--- src/spk_servo_consts.vh ---
// Purpose: Shared constants for the speaker output and servo register bank
// Assumes: Included by bare name from the slave port, the register bank and the bench
// Notes:   Definitions only
`ifndef SPK_SERVO_CONSTS_VH
`define SPK_SERVO_CONSTS_VH

// Register indices; byte address is four times the index
`define IDX_SPK_LEFT_LEVEL    8'h3e
`define IDX_SPK_RIGHT_LEVEL   8'h3f
`define IDX_SPK_OUTPUT_CTL    8'h41
`define IDX_SERVO_ENABLE      8'h43
`define IDX_SERVO_MODE        8'h45
`define IDX_SERVO_LEFT_OFS    8'h47
`define IDX_SERVO_RIGHT_OFS   8'h48

// Speaker channel register fields
`define BIT_SILENCE           8
`define BIT_LEVEL_APPLY       7
`define BIT_CROSSING_GATE     6
`define LEVEL_MSB             5
`define RST_SILENCE           1'h1
`define RST_CROSSING_GATE     1'h0
`define RST_SPK_LEVEL         6'h39

// Speaker output control fields
`define BIT_DISCHARGE         1
`define BIT_TIE_SELECT        0
`define RST_DISCHARGE         1'h0
`define RST_TIE_SELECT        1'h0

// Servo enable control fields
`define BIT_SERVO_MASTER      4
`define SERVO_ENA_MSB         3
`define RST_SERVO_MASTER      1'h1
`define RST_SERVO_ENA         4'h0

// Servo mode codes
`define SERVO_MODE_WRITE_STOP    2'h0
`define SERVO_MODE_WRITE_UPDATE  2'h1
`define SERVO_MODE_START_STOP    2'h2
`define SERVO_MODE_START_UPDATE  2'h3
`define RST_SERVO_MODE           2'h0
`define RST_SERVO_WRITE_MODE     1'h1

// Offset value reset
`define RST_SERVO_OFS         8'h00

// AXI responses
`define RESP_OKAY             2'h0
`define RESP_SLVERR           2'h2

`endif

--- src/axi_lite_slave_port.v ---
// Purpose: AXI4-Lite slave front end turning bus beats into single-cycle strobes
// Assumes: One write and one read in flight at most
// Notes:   Write response fixed at three cycles, read response at two cycles, after the last beat is taken
`default_nettype none
`timescale 1ns/100ps
`include "spk_servo_consts.vh"

module axi_lite_slave_port #(
  parameter ADDR_W = 12
) (
  input  wire              clk,
  input  wire              rst_n,
  input  wire [ADDR_W-1:0] awaddr,
  input  wire              awvalid,
  output reg               awready,
  input  wire [31:0]       wdata,
  input  wire [3:0]        wstrb,
  input  wire              wvalid,
  output reg               wready,
  output reg  [1:0]        bresp,
  output reg               bvalid,
  input  wire              bready,
  input  wire [ADDR_W-1:0] araddr,
  input  wire              arvalid,
  output reg               arready,
  output reg  [31:0]       rdata,
  output reg  [1:0]        rresp,
  output reg               rvalid,
  input  wire              rready,
  output reg               wr_stb,
  output reg  [ADDR_W-1:0] wr_addr,
  output reg  [31:0]       wr_data,
  output reg  [3:0]        wr_strb,
  input  wire              wr_ok,
  output reg               rd_stb,
  output reg  [ADDR_W-1:0] rd_addr,
  input  wire [31:0]       rd_data,
  input  wire              rd_ok
);

  reg aw_held;
  reg w_held;
  reg wr_wait;
  reg rd_wait;

  // ****************************************************
  // Write channel: address and data may arrive in either order
  // ****************************************************
  always @(posedge clk or negedge rst_n) begin
    if (!rst_n) begin
      awready <= 1'b0;
      wready  <= 1'b0;
      aw_held <= 1'b0;
      w_held  <= 1'b0;
      wr_stb  <= 1'b0;
      wr_wait <= 1'b0;
      wr_addr <= {ADDR_W{1'b0}};
      wr_data <= 32'h00000000;
      wr_strb <= 4'h0;
      bvalid  <= 1'b0;
      bresp   <= `RESP_OKAY;
    end else begin
      wr_stb  <= 1'b0;
      awready <= !aw_held && !awready && !bvalid && !wr_wait && awvalid;
      wready  <= !w_held && !wready && !bvalid && !wr_wait && wvalid;
      if (awready && awvalid) begin
        aw_held <= 1'b1;
        wr_addr <= awaddr;
      end
      if (wready && wvalid) begin
        w_held  <= 1'b1;
        wr_data <= wdata;
        wr_strb <= wstrb;
      end
      if (aw_held && w_held) begin
        aw_held <= 1'b0;
        w_held  <= 1'b0;
        wr_stb  <= 1'b1;
        wr_wait <= 1'b1;
      end
      if (wr_stb) begin
        wr_wait <= 1'b0;
        bvalid  <= 1'b1;
        bresp   <= wr_ok ? `RESP_OKAY : `RESP_SLVERR;
      end
      if (bvalid && bready)
        bvalid <= 1'b0;
    end
  end

  // ****************************************************
  // Read channel
  // ****************************************************
  always @(posedge clk or negedge rst_n) begin
    if (!rst_n) begin
      arready <= 1'b0;
      rd_stb  <= 1'b0;
      rd_wait <= 1'b0;
      rd_addr <= {ADDR_W{1'b0}};
      rvalid  <= 1'b0;
      rdata   <= 32'h00000000;
      rresp   <= `RESP_OKAY;
    end else begin
      rd_stb  <= 1'b0;
      arready <= !arready && !rvalid && !rd_wait && !rd_stb && arvalid;
      if (arready && arvalid) begin
        rd_addr <= araddr;
        rd_stb  <= 1'b1;
        rd_wait <= 1'b1;
      end
      if (rd_stb) begin
        rd_wait <= 1'b0;
        rvalid  <= 1'b1;
        rdata   <= rd_data;
        rresp   <= rd_ok ? `RESP_OKAY : `RESP_SLVERR;
      end
      if (rvalid && rready)
        rvalid <= 1'b0;
    end
  end

endmodule // axi_lite_slave_port
`default_nettype wire

--- src/crossing_level_ramp.v ---
// Purpose: Moves an applied speaker level to its output, gated on a crossing
// Assumes: Crossing pulse comes from the analogue path, synchronous to clk
// Notes:   With the gate off the target passes at once
`default_nettype none
`timescale 1ns/100ps

module crossing_level_ramp #(
  parameter LEVEL_W = 6,
  parameter [LEVEL_W-1:0] RST_LEVEL = 6'h39
) (
  input  wire               clk,
  input  wire               rst_n,
  input  wire               gate_on,
  input  wire               crossing,
  input  wire [LEVEL_W-1:0] target,
  output reg  [LEVEL_W-1:0] level
);

  // ****************************************************
  // Hold the old gain until the waveform crosses zero, to avoid clicks
  // ****************************************************
  always @(posedge clk or negedge rst_n) begin
    if (!rst_n) begin
      level <= RST_LEVEL;
    end else if (level != target && (!gate_on || crossing)) begin
      level <= target;
    end
  end

endmodule // crossing_level_ramp
`default_nettype wire

--- src/spk_out_dc_servo_regs.v ---
// Purpose: Speaker output and DC servo control register bank on AXI4-Lite
// Assumes: Single clock; crossing pulses synchronous to SYS_CLK_IN
// Notes:   Register byte address is four times the register index
//
// Local design decision: the AXI4-Lite slave port.
`default_nettype none
`timescale 1ns/100ps
`include "spk_servo_consts.vh"

// Function
// - Speaker mute bit 8, resets muted
// - Bit 7 write applies both levels together
// - Bit 6 enables zero-cross gating, resets off
// - Level code 0 is -57dB, 1dB steps
// - Both levels reset to 0dB code
// - Control bit 1 enables discharge, resets off
// - Control bit 0 picks tie resistance
// - Servo master bit 4, resets enabled
// - Four per-output servo enables, reset zero
// - Two-bit servo mode, resets write-stop
// - Signed offsets sent in write modes
// - Offset registers reset to zero
module spk_out_dc_servo_regs #(
  parameter ADDR_W = 12
) (
  input  wire              SYS_CLK_IN,
  input  wire              RESETN_IN,
  input  wire [ADDR_W-1:0] S_AXI_AWADDR_IN,
  input  wire              S_AXI_AWVALID_IN,
  output wire              S_AXI_AWREADY_OUT,
  input  wire [31:0]       S_AXI_WDATA_IN,
  input  wire [3:0]        S_AXI_WSTRB_IN,
  input  wire              S_AXI_WVALID_IN,
  output wire              S_AXI_WREADY_OUT,
  output wire [1:0]        S_AXI_BRESP_OUT,
  output wire              S_AXI_BVALID_OUT,
  input  wire              S_AXI_BREADY_IN,
  input  wire [ADDR_W-1:0] S_AXI_ARADDR_IN,
  input  wire              S_AXI_ARVALID_IN,
  output wire              S_AXI_ARREADY_OUT,
  output wire [31:0]       S_AXI_RDATA_OUT,
  output wire [1:0]        S_AXI_RRESP_OUT,
  output wire              S_AXI_RVALID_OUT,
  input  wire              S_AXI_RREADY_IN,
  input  wire              LEFT_CROSSING_IN,
  input  wire              RIGHT_CROSSING_IN,
  output reg               LEFT_SPEAKER_SILENCE_OUT,
  output reg               RIGHT_SPEAKER_SILENCE_OUT,
  output wire [5:0]        LEFT_SPEAKER_LEVEL_OUT,
  output wire [5:0]        RIGHT_SPEAKER_LEVEL_OUT,
  output reg               SPEAKER_DISCHARGE_OUT,
  output reg               TIE_RESISTANCE_SELECT_OUT,
  output reg               SERVO_MASTER_ENABLE_OUT,
  output reg  [3:0]        SERVO_OUTPUT_ENABLES_OUT,
  output reg  [1:0]        SERVO_MODE_OUT,
  output reg               SERVO_WRITE_MODE_OUT,
  output reg  [7:0]        LEFT_PHONES_OFFSET_OUT,
  output reg  [7:0]        RIGHT_PHONES_OFFSET_OUT
);

  // ****************************************************
  // Reset release
  // ****************************************************
  reg rst_meta;
  reg rst_n;

  always @(posedge SYS_CLK_IN or negedge RESETN_IN) begin
    if (!RESETN_IN) begin
      rst_meta <= 1'b0;
      rst_n    <= 1'b0;
    end else begin
      rst_meta <= 1'b1;
      rst_n    <= rst_meta;
    end
  end

  // ****************************************************
  // Bus front end
  // ****************************************************
  wire              wr_stb;
  wire [ADDR_W-1:0] wr_addr;
  wire [31:0]       wr_data;
  wire [3:0]        wr_strb;
  wire              rd_stb;
  wire [ADDR_W-1:0] rd_addr;
  reg  [31:0]       rd_data;
  reg               rd_ok;
  reg               wr_ok;

  axi_lite_slave_port #(.ADDR_W(ADDR_W)) bus (
    .clk     (SYS_CLK_IN),
    .rst_n   (rst_n),
    .awaddr  (S_AXI_AWADDR_IN),
    .awvalid (S_AXI_AWVALID_IN),
    .awready (S_AXI_AWREADY_OUT),
    .wdata   (S_AXI_WDATA_IN),
    .wstrb   (S_AXI_WSTRB_IN),
    .wvalid  (S_AXI_WVALID_IN),
    .wready  (S_AXI_WREADY_OUT),
    .bresp   (S_AXI_BRESP_OUT),
    .bvalid  (S_AXI_BVALID_OUT),
    .bready  (S_AXI_BREADY_IN),
    .araddr  (S_AXI_ARADDR_IN),
    .arvalid (S_AXI_ARVALID_IN),
    .arready (S_AXI_ARREADY_OUT),
    .rdata   (S_AXI_RDATA_OUT),
    .rresp   (S_AXI_RRESP_OUT),
    .rvalid  (S_AXI_RVALID_OUT),
    .rready  (S_AXI_RREADY_IN),
    .wr_stb  (wr_stb),
    .wr_addr (wr_addr),
    .wr_data (wr_data),
    .wr_strb (wr_strb),
    .wr_ok   (wr_ok),
    .rd_stb  (rd_stb),
    .rd_addr (rd_addr),
    .rd_data (rd_data),
    .rd_ok   (rd_ok)
  );

  // ****************************************************
  // Address decode
  // ****************************************************
  wire [ADDR_W-3:0] wr_idx = wr_addr[ADDR_W-1:2];
  wire [ADDR_W-3:0] rd_idx = rd_addr[ADDR_W-1:2];
  wire              lo_en  = wr_strb[0];
  wire              hi_en  = wr_strb[1];

  reg wr_left;
  reg wr_right;
  reg wr_ctl;
  reg wr_ena;
  reg wr_mode;
  reg wr_lofs;
  reg wr_rofs;

  always @* begin
    wr_left  = 1'b0;
    wr_right = 1'b0;
    wr_ctl   = 1'b0;
    wr_ena   = 1'b0;
    wr_mode  = 1'b0;
    wr_lofs  = 1'b0;
    wr_rofs  = 1'b0;
    wr_ok    = 1'b1;
    if (wr_idx == `IDX_SPK_LEFT_LEVEL)
      wr_left = wr_stb;
    else if (wr_idx == `IDX_SPK_RIGHT_LEVEL)
      wr_right = wr_stb;
    else if (wr_idx == `IDX_SPK_OUTPUT_CTL)
      wr_ctl = wr_stb;
    else if (wr_idx == `IDX_SERVO_ENABLE)
      wr_ena = wr_stb;
    else if (wr_idx == `IDX_SERVO_MODE)
      wr_mode = wr_stb;
    else if (wr_idx == `IDX_SERVO_LEFT_OFS)
      wr_lofs = wr_stb;
    else if (wr_idx == `IDX_SERVO_RIGHT_OFS)
      wr_rofs = wr_stb;
    else
      wr_ok = 1'b0;
  end

  // ****************************************************
  // Speaker channel registers
  // ****************************************************
  reg  [5:0] left_pending;
  reg  [5:0] right_pending;
  reg  [5:0] left_target;
  reg  [5:0] right_target;
  reg        left_speaker_crossing_gate;
  reg        right_speaker_crossing_gate;
  wire       speaker_level_apply = (wr_left || wr_right) && lo_en &&
                                   wr_data[`BIT_LEVEL_APPLY];

  always @(posedge SYS_CLK_IN or negedge rst_n) begin
    if (!rst_n) begin
      LEFT_SPEAKER_SILENCE_OUT    <= `RST_SILENCE;
      RIGHT_SPEAKER_SILENCE_OUT   <= `RST_SILENCE;
      left_speaker_crossing_gate  <= `RST_CROSSING_GATE;
      right_speaker_crossing_gate <= `RST_CROSSING_GATE;
      left_pending                <= `RST_SPK_LEVEL;
      right_pending               <= `RST_SPK_LEVEL;
      left_target                 <= `RST_SPK_LEVEL;
      right_target                <= `RST_SPK_LEVEL;
    end else begin
      if (wr_left && hi_en)
        LEFT_SPEAKER_SILENCE_OUT <= wr_data[`BIT_SILENCE];
      if (wr_right && hi_en)
        RIGHT_SPEAKER_SILENCE_OUT <= wr_data[`BIT_SILENCE];
      if (wr_left && lo_en) begin
        left_speaker_crossing_gate <= wr_data[`BIT_CROSSING_GATE];
        left_pending <= wr_data[`LEVEL_MSB:0];
      end
      if (wr_right && lo_en) begin
        right_speaker_crossing_gate <= wr_data[`BIT_CROSSING_GATE];
        right_pending <= wr_data[`LEVEL_MSB:0];
      end
      // Staged values move together so the stereo image never skews while both crossing gates are off
      if (speaker_level_apply) begin
        left_target  <= wr_left ? wr_data[`LEVEL_MSB:0] : left_pending;
        right_target <= wr_right ? wr_data[`LEVEL_MSB:0] : right_pending;
      end
    end
  end

  crossing_level_ramp #(.LEVEL_W(6), .RST_LEVEL(`RST_SPK_LEVEL)) left_ramp (
    .clk      (SYS_CLK_IN),
    .rst_n    (rst_n),
    .gate_on  (left_speaker_crossing_gate),
    .crossing (LEFT_CROSSING_IN),
    .target   (left_target),
    .level    (LEFT_SPEAKER_LEVEL_OUT)
  );

  crossing_level_ramp #(.LEVEL_W(6), .RST_LEVEL(`RST_SPK_LEVEL)) right_ramp (
    .clk      (SYS_CLK_IN),
    .rst_n    (rst_n),
    .gate_on  (right_speaker_crossing_gate),
    .crossing (RIGHT_CROSSING_IN),
    .target   (right_target),
    .level    (RIGHT_SPEAKER_LEVEL_OUT)
  );

  // ****************************************************
  // Output control and servo registers
  // ****************************************************
  always @(posedge SYS_CLK_IN or negedge rst_n) begin
    if (!rst_n) begin
      SPEAKER_DISCHARGE_OUT     <= `RST_DISCHARGE;
      TIE_RESISTANCE_SELECT_OUT <= `RST_TIE_SELECT;
      SERVO_MASTER_ENABLE_OUT   <= `RST_SERVO_MASTER;
      SERVO_OUTPUT_ENABLES_OUT  <= `RST_SERVO_ENA;
      SERVO_MODE_OUT            <= `RST_SERVO_MODE;
      SERVO_WRITE_MODE_OUT      <= `RST_SERVO_WRITE_MODE;
      LEFT_PHONES_OFFSET_OUT    <= `RST_SERVO_OFS;
      RIGHT_PHONES_OFFSET_OUT   <= `RST_SERVO_OFS;
    end else begin
      if (wr_ctl && lo_en) begin
        SPEAKER_DISCHARGE_OUT     <= wr_data[`BIT_DISCHARGE];
        TIE_RESISTANCE_SELECT_OUT <= wr_data[`BIT_TIE_SELECT];
      end
      if (wr_ena && lo_en) begin
        SERVO_MASTER_ENABLE_OUT  <= wr_data[`BIT_SERVO_MASTER];
        SERVO_OUTPUT_ENABLES_OUT <= wr_data[`SERVO_ENA_MSB:0];
      end
      if (wr_mode && lo_en) begin
        SERVO_MODE_OUT <= wr_data[1:0];
        // Write modes are the two codes with the upper bit clear
        SERVO_WRITE_MODE_OUT <= (wr_data[1:0] == `SERVO_MODE_WRITE_STOP) ||
                                (wr_data[1:0] == `SERVO_MODE_WRITE_UPDATE);
      end
      if (wr_lofs && lo_en)
        LEFT_PHONES_OFFSET_OUT <= wr_data[7:0];
      if (wr_rofs && lo_en)
        RIGHT_PHONES_OFFSET_OUT <= wr_data[7:0];
    end
  end

  // ****************************************************
  // Read mux; update bit reads back as zero
  // ****************************************************
  always @* begin
    rd_data = 32'h00000000;
    rd_ok   = 1'b1;
    if (rd_idx == `IDX_SPK_LEFT_LEVEL)
      rd_data = {23'h000000, LEFT_SPEAKER_SILENCE_OUT, 1'b0,
                 left_speaker_crossing_gate, left_pending};
    else if (rd_idx == `IDX_SPK_RIGHT_LEVEL)
      rd_data = {23'h000000, RIGHT_SPEAKER_SILENCE_OUT, 1'b0,
                 right_speaker_crossing_gate, right_pending};
    else if (rd_idx == `IDX_SPK_OUTPUT_CTL)
      rd_data = {30'h00000000, SPEAKER_DISCHARGE_OUT, TIE_RESISTANCE_SELECT_OUT};
    else if (rd_idx == `IDX_SERVO_ENABLE)
      rd_data = {27'h0000000, SERVO_MASTER_ENABLE_OUT, SERVO_OUTPUT_ENABLES_OUT};
    else if (rd_idx == `IDX_SERVO_MODE)
      rd_data = {30'h00000000, SERVO_MODE_OUT};
    else if (rd_idx == `IDX_SERVO_LEFT_OFS)
      rd_data = {24'h000000, LEFT_PHONES_OFFSET_OUT};
    else if (rd_idx == `IDX_SERVO_RIGHT_OFS)
      rd_data = {24'h000000, RIGHT_PHONES_OFFSET_OUT};
    else
      rd_ok = 1'b0;
  end

endmodule // spk_out_dc_servo_regs
`default_nettype wire

--- config.mk ---
export PLATFORM = sky130hd
export DESIGN_NAME = spk_out_dc_servo_regs
export DESIGN_NICKNAME = d
export VERILOG_FILES = /design/src/axi_lite_slave_port.v /design/src/crossing_level_ramp.v /design/src/spk_out_dc_servo_regs.v
export VERILOG_INCLUDE_DIRS = /design/src
export SDC_FILE = /design/constraint.sdc
export NUM_CORES = 1
export LEC_CHECK = 0
export ABC_AREA = 1
export CAP_MARGIN = 20
export CORE_MARGIN = 2
export CORE_UTILIZATION = 25
export CTS_BUF_LIST = sky130_fd_sc_hd__clkbuf_8
export CTS_CLUSTER_SIZE = 8
export DETAILED_ROUTE_END_ITERATION = 16
export DONT_BUFFER_PORTS = 1
export GPL_ROUTABILITY_DRIVEN = 0
export PLACE_DENSITY = 0.48
export SLEW_MARGIN = 20
export SYNTH_ARGS = -nofsm -noshare
export SYNTH_HDL_FRONTEND = slang
export SYNTH_SLANG_ARGS = --single-unit
--- constraint.sdc ---
create_clock -name SYS_CLK_IN -period 3.7 [get_ports SYS_CLK_IN]
set_clock_uncertainty 0.2 [all_clocks]
set_input_delay 0.37 -clock SYS_CLK_IN [delete_from_list [all_inputs] [get_ports SYS_CLK_IN]]
set_output_delay 0.37 -clock SYS_CLK_IN [all_outputs]
set_load 0.005 [all_outputs]
# --- Word-level counts from Yosys, hierarchy flattened ---
# Index checks and enable logic that the tools add are counted.
word_totals:
  reg_bits: 150
  in_bits: 69
  wordCells: 176
  output_inout_bits: 81
op_classes:
  reduce_logical: 54
  muxes: 67
  n_eq_ne: 17
op_table:
  columns: ["cell", "n"]
  rows:
  - ["10-bit by 7-bit == test with 1-bit output (second input constant)", 10]
  - ["1-bit two-way mux", 56]
  - ["10-bit by 6-bit == test with 1-bit output (second input constant)", 4]
  - ["8-bit two-way mux", 5]
  - ["32-bit two-way mux", 1]
  - ["1-bit logical AND", 31]
  - ["1-bit logical NOT", 12]
  - ["6-bit two-way mux", 2]
  - ["6-bit inequality test", 2]
  - ["2-bit nonzero test", 6]
  - ["9-bit two-way mux", 1]
  - ["1-bit logical OR", 4]
  - ["2-bit two-way mux", 2]
  - ["2-bit by 1-bit == test with 1-bit output (second input constant)", 1]
  - ["2-bit logical NOT", 1]

# --- Longest topological paths before layout ---
# Gate-level depths: netlist (run 1).
logic_depth:
  ltp_word: 9
  mapped_depth: 11

# --- Cells and area by module ---
# Synthesis (run 1) repeated with hierarchy kept, for this count alone.
unflattened:
  cells_unflattened: 988
  area_unflattened_um2: 7990.2
by_module_without_submodules:
  columns: ["module", "cells_each", "area_each_um2", "seq_area_each_um2", "instances"]
  rows:
  - ["axi_lite_slave_port", 446, 4111.4, 2627.5, 1]
  - ["spk_out_dc_servo_regs", 422, 3105.5, 1426.4, 1]
  - ["crossing_level_ramp", 60, 386.6, 155.1, 2]

# --- Worst setup path before layout (run 1) ---
# No wires, ideal clock.
synth_path:
  path_type: "reg2reg"
  from: "register left_target[5]"
  to: "register left_ramp.level[2]"
  t_arrival_ps: 1318
  t_required_ps: 3374
  path_buffers: 1
  stages_incl_launch_ff: 10
  setup_ps: 126
  setup_slack_ps: 2056
  period_less_slack_ps: 1644
  cell_sequence: "dfstp_2 inv_1 or2_2 nand4_1 nor2_1 nand2_1 o21ai_1 buf_2 nand2_1 o21ai_0"
synth_between:
  elab_chain_len: 2
synth_lines:
  columns: ["item", "line_no", "source"]
  rows:
  - ["start, declared", "spk_out_dc_servo_regs.v:169", "reg [5:0] left_target;"]
  - ["start signal, assigned", "spk_out_dc_servo_regs.v:184", "left_target <= `RST_SPK_LEVEL;"]
  - ["start signal, assigned", "spk_out_dc_servo_regs.v:201", "left_target <= wr_left ? wr_data[`LEVEL_MSB:0] : left_pending;"]
  - ["6-bit inequality test", "crossing_level_ramp.v:25", "end else if (level != target && (!gate_on || crossing)) begin"]
  - ["1-bit logical AND", "crossing_level_ramp.v:25", null]
  - ["end signal, assigned", "crossing_level_ramp.v:26", "level <= target;"]
  - ["end, declared", "crossing_level_ramp.v:16", "output reg [LEVEL_W-1:0] level"]
# Every way passes these cells.
# A chain may end at the register's enable or synchronous reset.

# --- Final worst setup path (run 1) ---
layout_path:
  from: "register bus.wr_addr[9]"
  to: "register left_target[2]"
layout_between:
  elab_chain_len: 6
layout_lines:
  columns: ["item", "line_no", "source"]
  rows:
  - ["start, declared", "axi_lite_slave_port.v:31", "output reg [ADDR_W-1:0] wr_addr,"]
  - ["start signal, assigned", "axi_lite_slave_port.v:57", "wr_addr <= {ADDR_W{1'b0}};"]
  - ["start signal, assigned", "axi_lite_slave_port.v:68", "wr_addr <= awaddr;"]
  - ["10-bit by 6-bit == test with 1-bit output (no line)", null, null]
  - ["1-bit two-way mux", "spk_out_dc_servo_regs.v:148", "else if (wr_idx == `IDX_SPK_RIGHT_LEVEL)"]
  - ["1-bit two-way mux", "spk_out_dc_servo_regs.v:146", "if (wr_idx == `IDX_SPK_LEFT_LEVEL)"]
  - ["1-bit logical OR", "spk_out_dc_servo_regs.v:173", "wire speaker_level_apply = (wr_left || wr_right) && lo_en &&"]
  - ["1-bit logical AND (2 in series)", "spk_out_dc_servo_regs.v:173", null]
# Several ways; a longest one is shown, not always the timed one.

==> results by group, run 1 <==
Setup path
  – Worst Path Required: 3.82 ns
  – RR Startpoint: bus.wr_addr[9]$_DFFE_PN0P_
  – Critical Path Source Type: flip-flop
  – Worst r2r path cells: 8
  – Worst EP arrival: 2.25 ns
  – Worst R2R End: left_target[2]$_DFFE_PN0P_
  – Reg2reg setup slack: 1.57 ns
  – Crit. End Element: flip-flop
  – Worst-path fanout max: 13
  – Worst Setup Path Type: reg -> reg

Logic synthesis
  – Main combinational cell family by area after synthesis: simple AND/OR/NAND/NOR gates
  – Share of flip-flops with an asynchronous set or reset: 100.0%
  – Area leader, netlist: dfrtp_1
  – Syn avg cell area: 8.595 sq um
  – Post-synthesis cell type count: 42
  – Post-synthesis mux area share: 0.1877%
  – Seq/Total Area, Yosys: 51.05%
  – Share of the synthesized area in the top cell type: 38.79%
  – Main synth FF type: dfrtp_1
  – Syn Inst Count: 698
  – Syn. warnings: 0
  – Adder-cell share of the synthesized area: 0%
  – Synth Area in Simple Gates: 25.57%
  – Yosys reg bits: 121
  – XOR/XNOR Fraction of Synth Area: 0.5839%
  – Top cells by area, synth: dfrtp_1, nand2_1, dfstp_2
  – Number of flops mapped to enable cells by yosys: 0
  – Cell Area, Synth: 6000 sq um
  – Post-synthesis compound-gate area fraction: 11.62%

Clocking
  – Latest clock arrival within the worst-skew pair: 0.45 ns
  – CTS Buf Count: 17
  – CTS clk-pin slew, worst paths: 0.09 ns
  – Clock Path Buffers: 2
  – CTS root buf: clkbuf_8
  – H-tree depth: 4
  – Cts repair resizes: 0
  – CTS sink cnt: 121
  – CTS tree: built

Run status
  – Outcome: completed

Pwr
  – Pwr dens: 429.1 nW/um^2
  – VDD IR-drop max: 0.0001637 V
  – Leak: 3.224 nW

Detailed routing
  – DRC viols: 0
  – Vias: 4,475
  – Drt total wl: 15.72 mm
  – Iter 0 DRT Violations: 256
  – DRT antenna net count: 0
  – Via-per-instance ratio: 4.167
  – TritonRoute pass-1 iters: 4
  – Mean routed wirelength per cell: 14.63 um

Global routing
  – Largest net degree at the start of global routing: 78
  – Initial antenna violation count: 0
  – Number of global-route vias before repair: 4,470
  – Grt total ovfl: 0
  – First-pass GRT wire length: 25.27 mm
  – Gr usage total: 12.92%

Die
  – Die area: 25,250 sq um
  – Chip Height: 158.9 um
  – Row Count: 56
  – Die W: 158.9 um
  – Io pins: 150
  – Starting Density: 25.48%
  – Core area: 23,540 sq um

Hold path
  – Hold depth: 3
  – Worst hold path class: in -> reg
  – Worst Hold End: right_ramp.level[0]$_DFFE_PN1P_
  – Hold path start: RIGHT_CROSSING_IN

Timing
  – Crit path time final: 2.129 ns
  – Rel. slew slack: 50.48%
  – Setup Viol. Count Final: 0
  – Setup TNS: 0 ns
  – Tcrit/Tclk final: 57.53%
  – Fmax: 0.4698 GHz
  – RSZ-0062 raised after global routing: no
  – Final Max Tran Viols: 0
  – Fin. Hold Viols: 0
  – Worst slew pin tran: 0.7409 ns

Cells and area
  – Area Growth Syn to Fin: 16.48%
  – Fin nets: 811
  – Area of the multi-input gates: 2375 sq um
  – Commonest non-fill, non-tap cells in the layout: nand2_1, dfrtp_1, inv_1
  – Sequential cell area: 3067 sq um
  – Share of post-route cells with drive strength above 1: 18.15%
  – Fillers: 2,561
  – Leading cell type in the layout, fill and taps excluded: nand2_1
  – Fin util: 29.68%
  – Antenna Cells: 0

Job
  – Maxcap violations: 0

Placed design
  – Input/output buffers: 0
  – HPWL after DPL: 11.61 mm
## critical path, stage by stage, from the launching register on
cell and delay, ns:
dfrtp_1 0.38, inv_2 0.08, nand4_2 0.12, nor2_4 0.17, nand3_2 0.12, nor3_4 0.52
inv_2 0.25, nand2_1 0.11, nand2_1 0.06
## synthesized netlist by cell type, types with 5 or more instances
cell and n:
a21oi_1 16, buf_4 25, buf_6 7, clkbuf_1 6
dfrtp_1 93, dfstp_2 28, inv_1 80, inv_2 8
nand2_1 200, nand2_2 5, nand3_1 26, nand4_1 12
nand4_2 5, nor2_1 37, nor2_4 6, nor3_1 7
o211ai_1 9, o21ai_0 41, o21ai_1 15, o21ai_2 23
or2_2 8
## registers in the layout, summed over array words and instances, names as in the netlist, 2 cells and up
signal	count
LEFT_PHONES_OFFSET_OUT	8
RIGHT_PHONES_OFFSET_OUT	8
SERVO_MODE_OUT	2
SERVO_OUTPUT_ENABLES_OUT	4
bus.rd_addr	10
bus.rdata	9
bus.wr_addr	10
bus.wr_data	9
bus.wr_strb	2
left_pending	6
left_ramp.level	6
left_target	6
right_pending	6
right_ramp.level	6
right_target	6
## per-layer routing
| metal | GRT usage (%) | wire length, um |
|---|---|---|
| met1 | 17.31 | 7498 |
| met2 | 20.05 | 7038 |
| met3 | 4.624 | 1052 |
| met4 | 2.975 | 125 |
| met5 | 0 | 0 |
## final cells by class
class / instances / area share (%)
tap: 319 / 5.712
clock buffer: 18 / 3.545
sequential: 121 / 43.89
clock inverter: 14 / 1.665
timing repair buffer: 43 / 6.303
inverter: 91 / 4.906
multi-input combinational: 468 / 33.98
## worst max-delay path by stage
stage | slack [ns] | end | startpoint
5_1_grt | 1.34 | right_target[2]$_DFFE_PN0P_ | bus.wr_addr[9]$_DFFE_PN0P_
3_3_place_gp | 1.59 | right_target[2]$_DFFE_PN0P_ | bus.wr_addr[9]$_DFFE_PN0P_
2_1_floorplan | 1.51 | LEFT_PHONES_OFFSET_OUT[0]$_DFFE_PN0P_ | rst_n$_DFF_PN0_
6_report | 1.57 | left_target[2]$_DFFE_PN0P_ | bus.wr_addr[9]$_DFFE_PN0P_
3_5_place_dp | 1.58 | left_target[2]$_DFFE_PN0P_ | bus.wr_addr[9]$_DFFE_PN0P_
4_1_cts | 1.55 | right_target[2]$_DFFE_PN0P_ | bus.wr_addr[9]$_DFFE_PN0P_
## cell families after synthesis
kind of cell | Yosys count
simple gates | 325
buf+inv | 133
flops | 121
compound gates | 112
xor+xnor | 4
other cells | 2
mux | 1
## where the power goes
part	leakage (nW)	switching (mW)	internal, mW	total, mW
combinational	1.63	0.245	0.140	0.385
sequential	1.42	0.109	1.42	1.52
clock	0.179	0.595	0.495	1.09
total	3.22	0.950	2.05	3.00
## repair_timing
item / 4_1_cts / 5_1_grt
hold buffers: 42 / 0
buffers inserted: 0 / 0
endpoints found under the hold margin: 38 / 0
endpoints found under the setup margin: 0 / 0
## metrics by stage
| stage | area, sq um | total power [mW] | hold slack (ns) | instances | setup WS [ns] |
|---|---|---|---|---|---|
| 2_1_floorplan | 6091 | 1.812 | -0.1256 | 722 | 1.508 |
| 3_3_place_gp | 6203 | 1.883 | -0.1255 | 1000 | 1.588 |
| 3_5_place_dp | 6203 | 1.888 | -0.1255 | 1000 | 1.582 |
| 4_1_cts | 6988 | 3.051 | 0.07632 | 1074 | 1.547 |
| 5_1_grt | 6988 | 3.194 | 0.1392 | 1074 | 1.336 |
| 6_report | 6988 | 2.999 | 0.1047 | 1074 | 1.571 |
Note: power is estimated with default switching activity, not from simulation.
==> run 2: changes to the inputs <==
==> constraint.sdc (replaced) <==
create_clock -name SYS_CLK_IN -period 1.8 [get_ports SYS_CLK_IN]
set_clock_uncertainty 0.2 [all_clocks]
set_input_delay 0.18 -clock SYS_CLK_IN [delete_from_list [all_inputs] [get_ports SYS_CLK_IN]]
set_output_delay 0.18 -clock SYS_CLK_IN [all_outputs]
set_load 0.005 [all_outputs]
==> run 2 against run 1 <==
Compared with the run above:
- register-to-register slack worse by 1.6 ns
- clock power up 130%
- critical path depth unchanged
==> results by group, run 2 (synthesis gave the netlist of run 1 again) <==
Run status
  – Outcome: completed

Pwr
  – Clk pwr share: 37.0%
  – Sw Ratio: 30.07%
  – Pwr dens: 863.8 nW/um^2
  – Final Power: 6.756 mW
  – Leak: 3.631 nW
  – Psw: 2.031 mW
  – Register share of total power: 46.1%
  – Comb power frac: 17.0%
  – Internal power: 4.724 mW
  – VDD IR-drop max: 0.0003685 V

Global routing
  – Number of global-route vias before repair: 4,553
  – Gr usage total: 13.18%
  – Grt total ovfl: 0
  – Initial antenna violation count: 0
  – Largest net degree at the start of global routing: 51
  – First-pass GRT wire length: 25.81 mm

Clocking
  – Latest clock arrival within the worst-skew pair: 0.45 ns
  – CTS clk-pin slew, worst paths: 0.07 ns
  – H-tree depth: 4
  – CTS root buf: clkbuf_8
  – CTS Buf Count: 17
  – CTS sink cnt: 121
  – Clock Path Buffers: 2
  – CTS tree: built

Timing
  – PnR worst setup slack: 0.01747 ns
  – Final Max Tran Viols: 0
  – Setup TNS: 0 ns
  – Crit path time final: 1.783 ns
  – Setup Viol. Count Final: 0
  – Tcrit/Tclk final: 99.03%
  – RSZ-0062 raised after global routing: yes
  – Fmax: 0.5610 GHz
  – Fin. Hold Viols: 0
  – Worst slew pin tran: 0.5412 ns
  – Rel. slew slack: 63.88%
  – Worst hold slack: 0.05537 ns

Die
  – Starting Density: 25.48%
  – Core area: 23,540 sq um
  – Die area: 25,250 sq um
  – Row Count: 56
  – Die W: 158.9 um
  – Io pins: 150
  – Chip Height: 158.9 um

Setup path
  – Worst EP arrival: 1.91 ns
  – Crit. End Element: flip-flop
  – Worst r2r path cells: 8
  – Reg2reg setup slack: 0.02 ns
  – RR Startpoint: bus.rd_addr[9]$_DFFE_PN0P_
  – Critical Path Source Type: flip-flop
  – Worst Setup Path Type: reg -> reg
  – Worst-path fanout max: 8
  – Worst Path Required: 1.93 ns
  – Worst R2R End: bus.rdata[4]$_DFFE_PN0P_

Job
  – Maxcap violations: 0

Cells and area
  – Area Growth Syn to Fin: 30.36%
  – Fillers: 2,502
  – Sequential cell area: 3070 sq um
  – Leading cell type in the layout, fill and taps excluded: nand2_1
  – Share of post-route cells with drive strength above 1: 28.36%
  – Fin cells: 1,137
  – Fin util: 33.22%
  – Biggest regs: bus.rd_addr (10), bus.wr_addr (10)
  – Final instance area: 7821 sq um
  – Antenna Cells: 0
  – Area of the multi-input gates: 2550 sq um
  – Fin nets: 874
  – Commonest non-fill, non-tap cells in the layout: nand2_1, dfrtp_1, inv_1

Detailed routing
  – Vias: 4,742
  – Drt total wl: 16.60 mm
  – DRC viols: 0
  – DRT antenna net count: 0
  – TritonRoute pass-1 iters: 4
  – Via-per-instance ratio: 4.171
  – Iter 0 DRT Violations: 269
  – Mean routed wirelength per cell: 14.60 um

Placed design
  – HPWL after DPL: 12.31 mm
  – Input/output buffers: 0
  – Placed Instances: 1,043
  – Area post-placement: 6589 sq um
  – Dpl ws: -0.03386 ns

Hold path
  – Worst hold path class: reg -> async
## run 2: cell count changes in the layout (fill, tap and decap cells not counted), moves of 7 or more
cell	before	now
buf_6	0	8
nand2_2	5	12
inv_2	8	15
inv_1	80	73
nand2_1	200	191
buf_12	1	9
buf_4	0	45
## run 2: layout make-up
type	instances	share of cell area, %
clock buffer	19	3.343
tap	319	5.103
timing repair buffer	105	13.47
clock inverter	13	1.808
multi-input combinational	469	32.60
sequential	121	39.26
inverter	91	4.415
## run 2: power by group through the flow
stage | combinational, mW | clock [mW] | sequential [mW]
finish | 1.15 | 2.50 | 3.11
global route | 1.29 | 2.70 | 3.14
CTS | 1.10 | 2.59 | 3.10
detailed placement | 0.905 | 0 | 3.15
global placement | 0.892 | 0 | 3.15
floorplan | 0.595 | 0 | 3.13
## run 2: how the worst max path moves through the flow
| stage | end | startpoint | slack, ns |
|---|---|---|---|
| floorplan | left_ramp.level[2]$_DFFE_PN0P_ | left_target[5]$_DFFE_PN1P_ | 0.16 |
| global placement | right_ramp.level[1]$_DFFE_PN0P_ | right_target[3]$_DFFE_PN1P_ | 0.002 |
| detailed placement | left_ramp.level[2]$_DFFE_PN0P_ | left_target[5]$_DFFE_PN1P_ | -0.03 |
| CTS | bus.rdata[4]$_DFFE_PN0P_ | bus.rd_addr[10]$_DFFE_PN0P_ | -0.003 |
| global route | bus.rdata[1]$_DFFE_PN0P_ | bus.rd_addr[9]$_DFFE_PN0P_ | -0.09 |
| finish | bus.rdata[4]$_DFFE_PN0P_ | bus.rd_addr[9]$_DFFE_PN0P_ | 0.02 |
## run 2: routing by layer
layer  GRT usage (%)  vias to the layer above  part of all wire, %  wire length (um)
li1                -                     2411                    -                 -
met1           17.69                     2206                   47              7797
met2           20.60                      112                   46              7656
met3           4.180                       13                  5.9               979
met4           3.471                        0                 0.98               162
met5               0                        -                    0                 0
## run 2: critical path, stage by stage, from the launching register on
cell and delay (ns):
dfrtp_1 0.40, inv_2 0.07, nand2_1 0.08, nor2_4 0.17, nand3_4 0.16, o211ai_1 0.29
nand3_1 0.14, nand2_2 0.11, nand2_2 0.04
## run 2: timing repair
item / 4_1_cts / 5_1_grt
resized for setup: 9 / 50
setup buffers: 9 / 9
hold buffers: 42 / 0
pin swaps: 8 / 16
gates cloned: 0 / 2
setup endpoints to repair: 15 / 59
hold endpoints to repair: 53 / 0
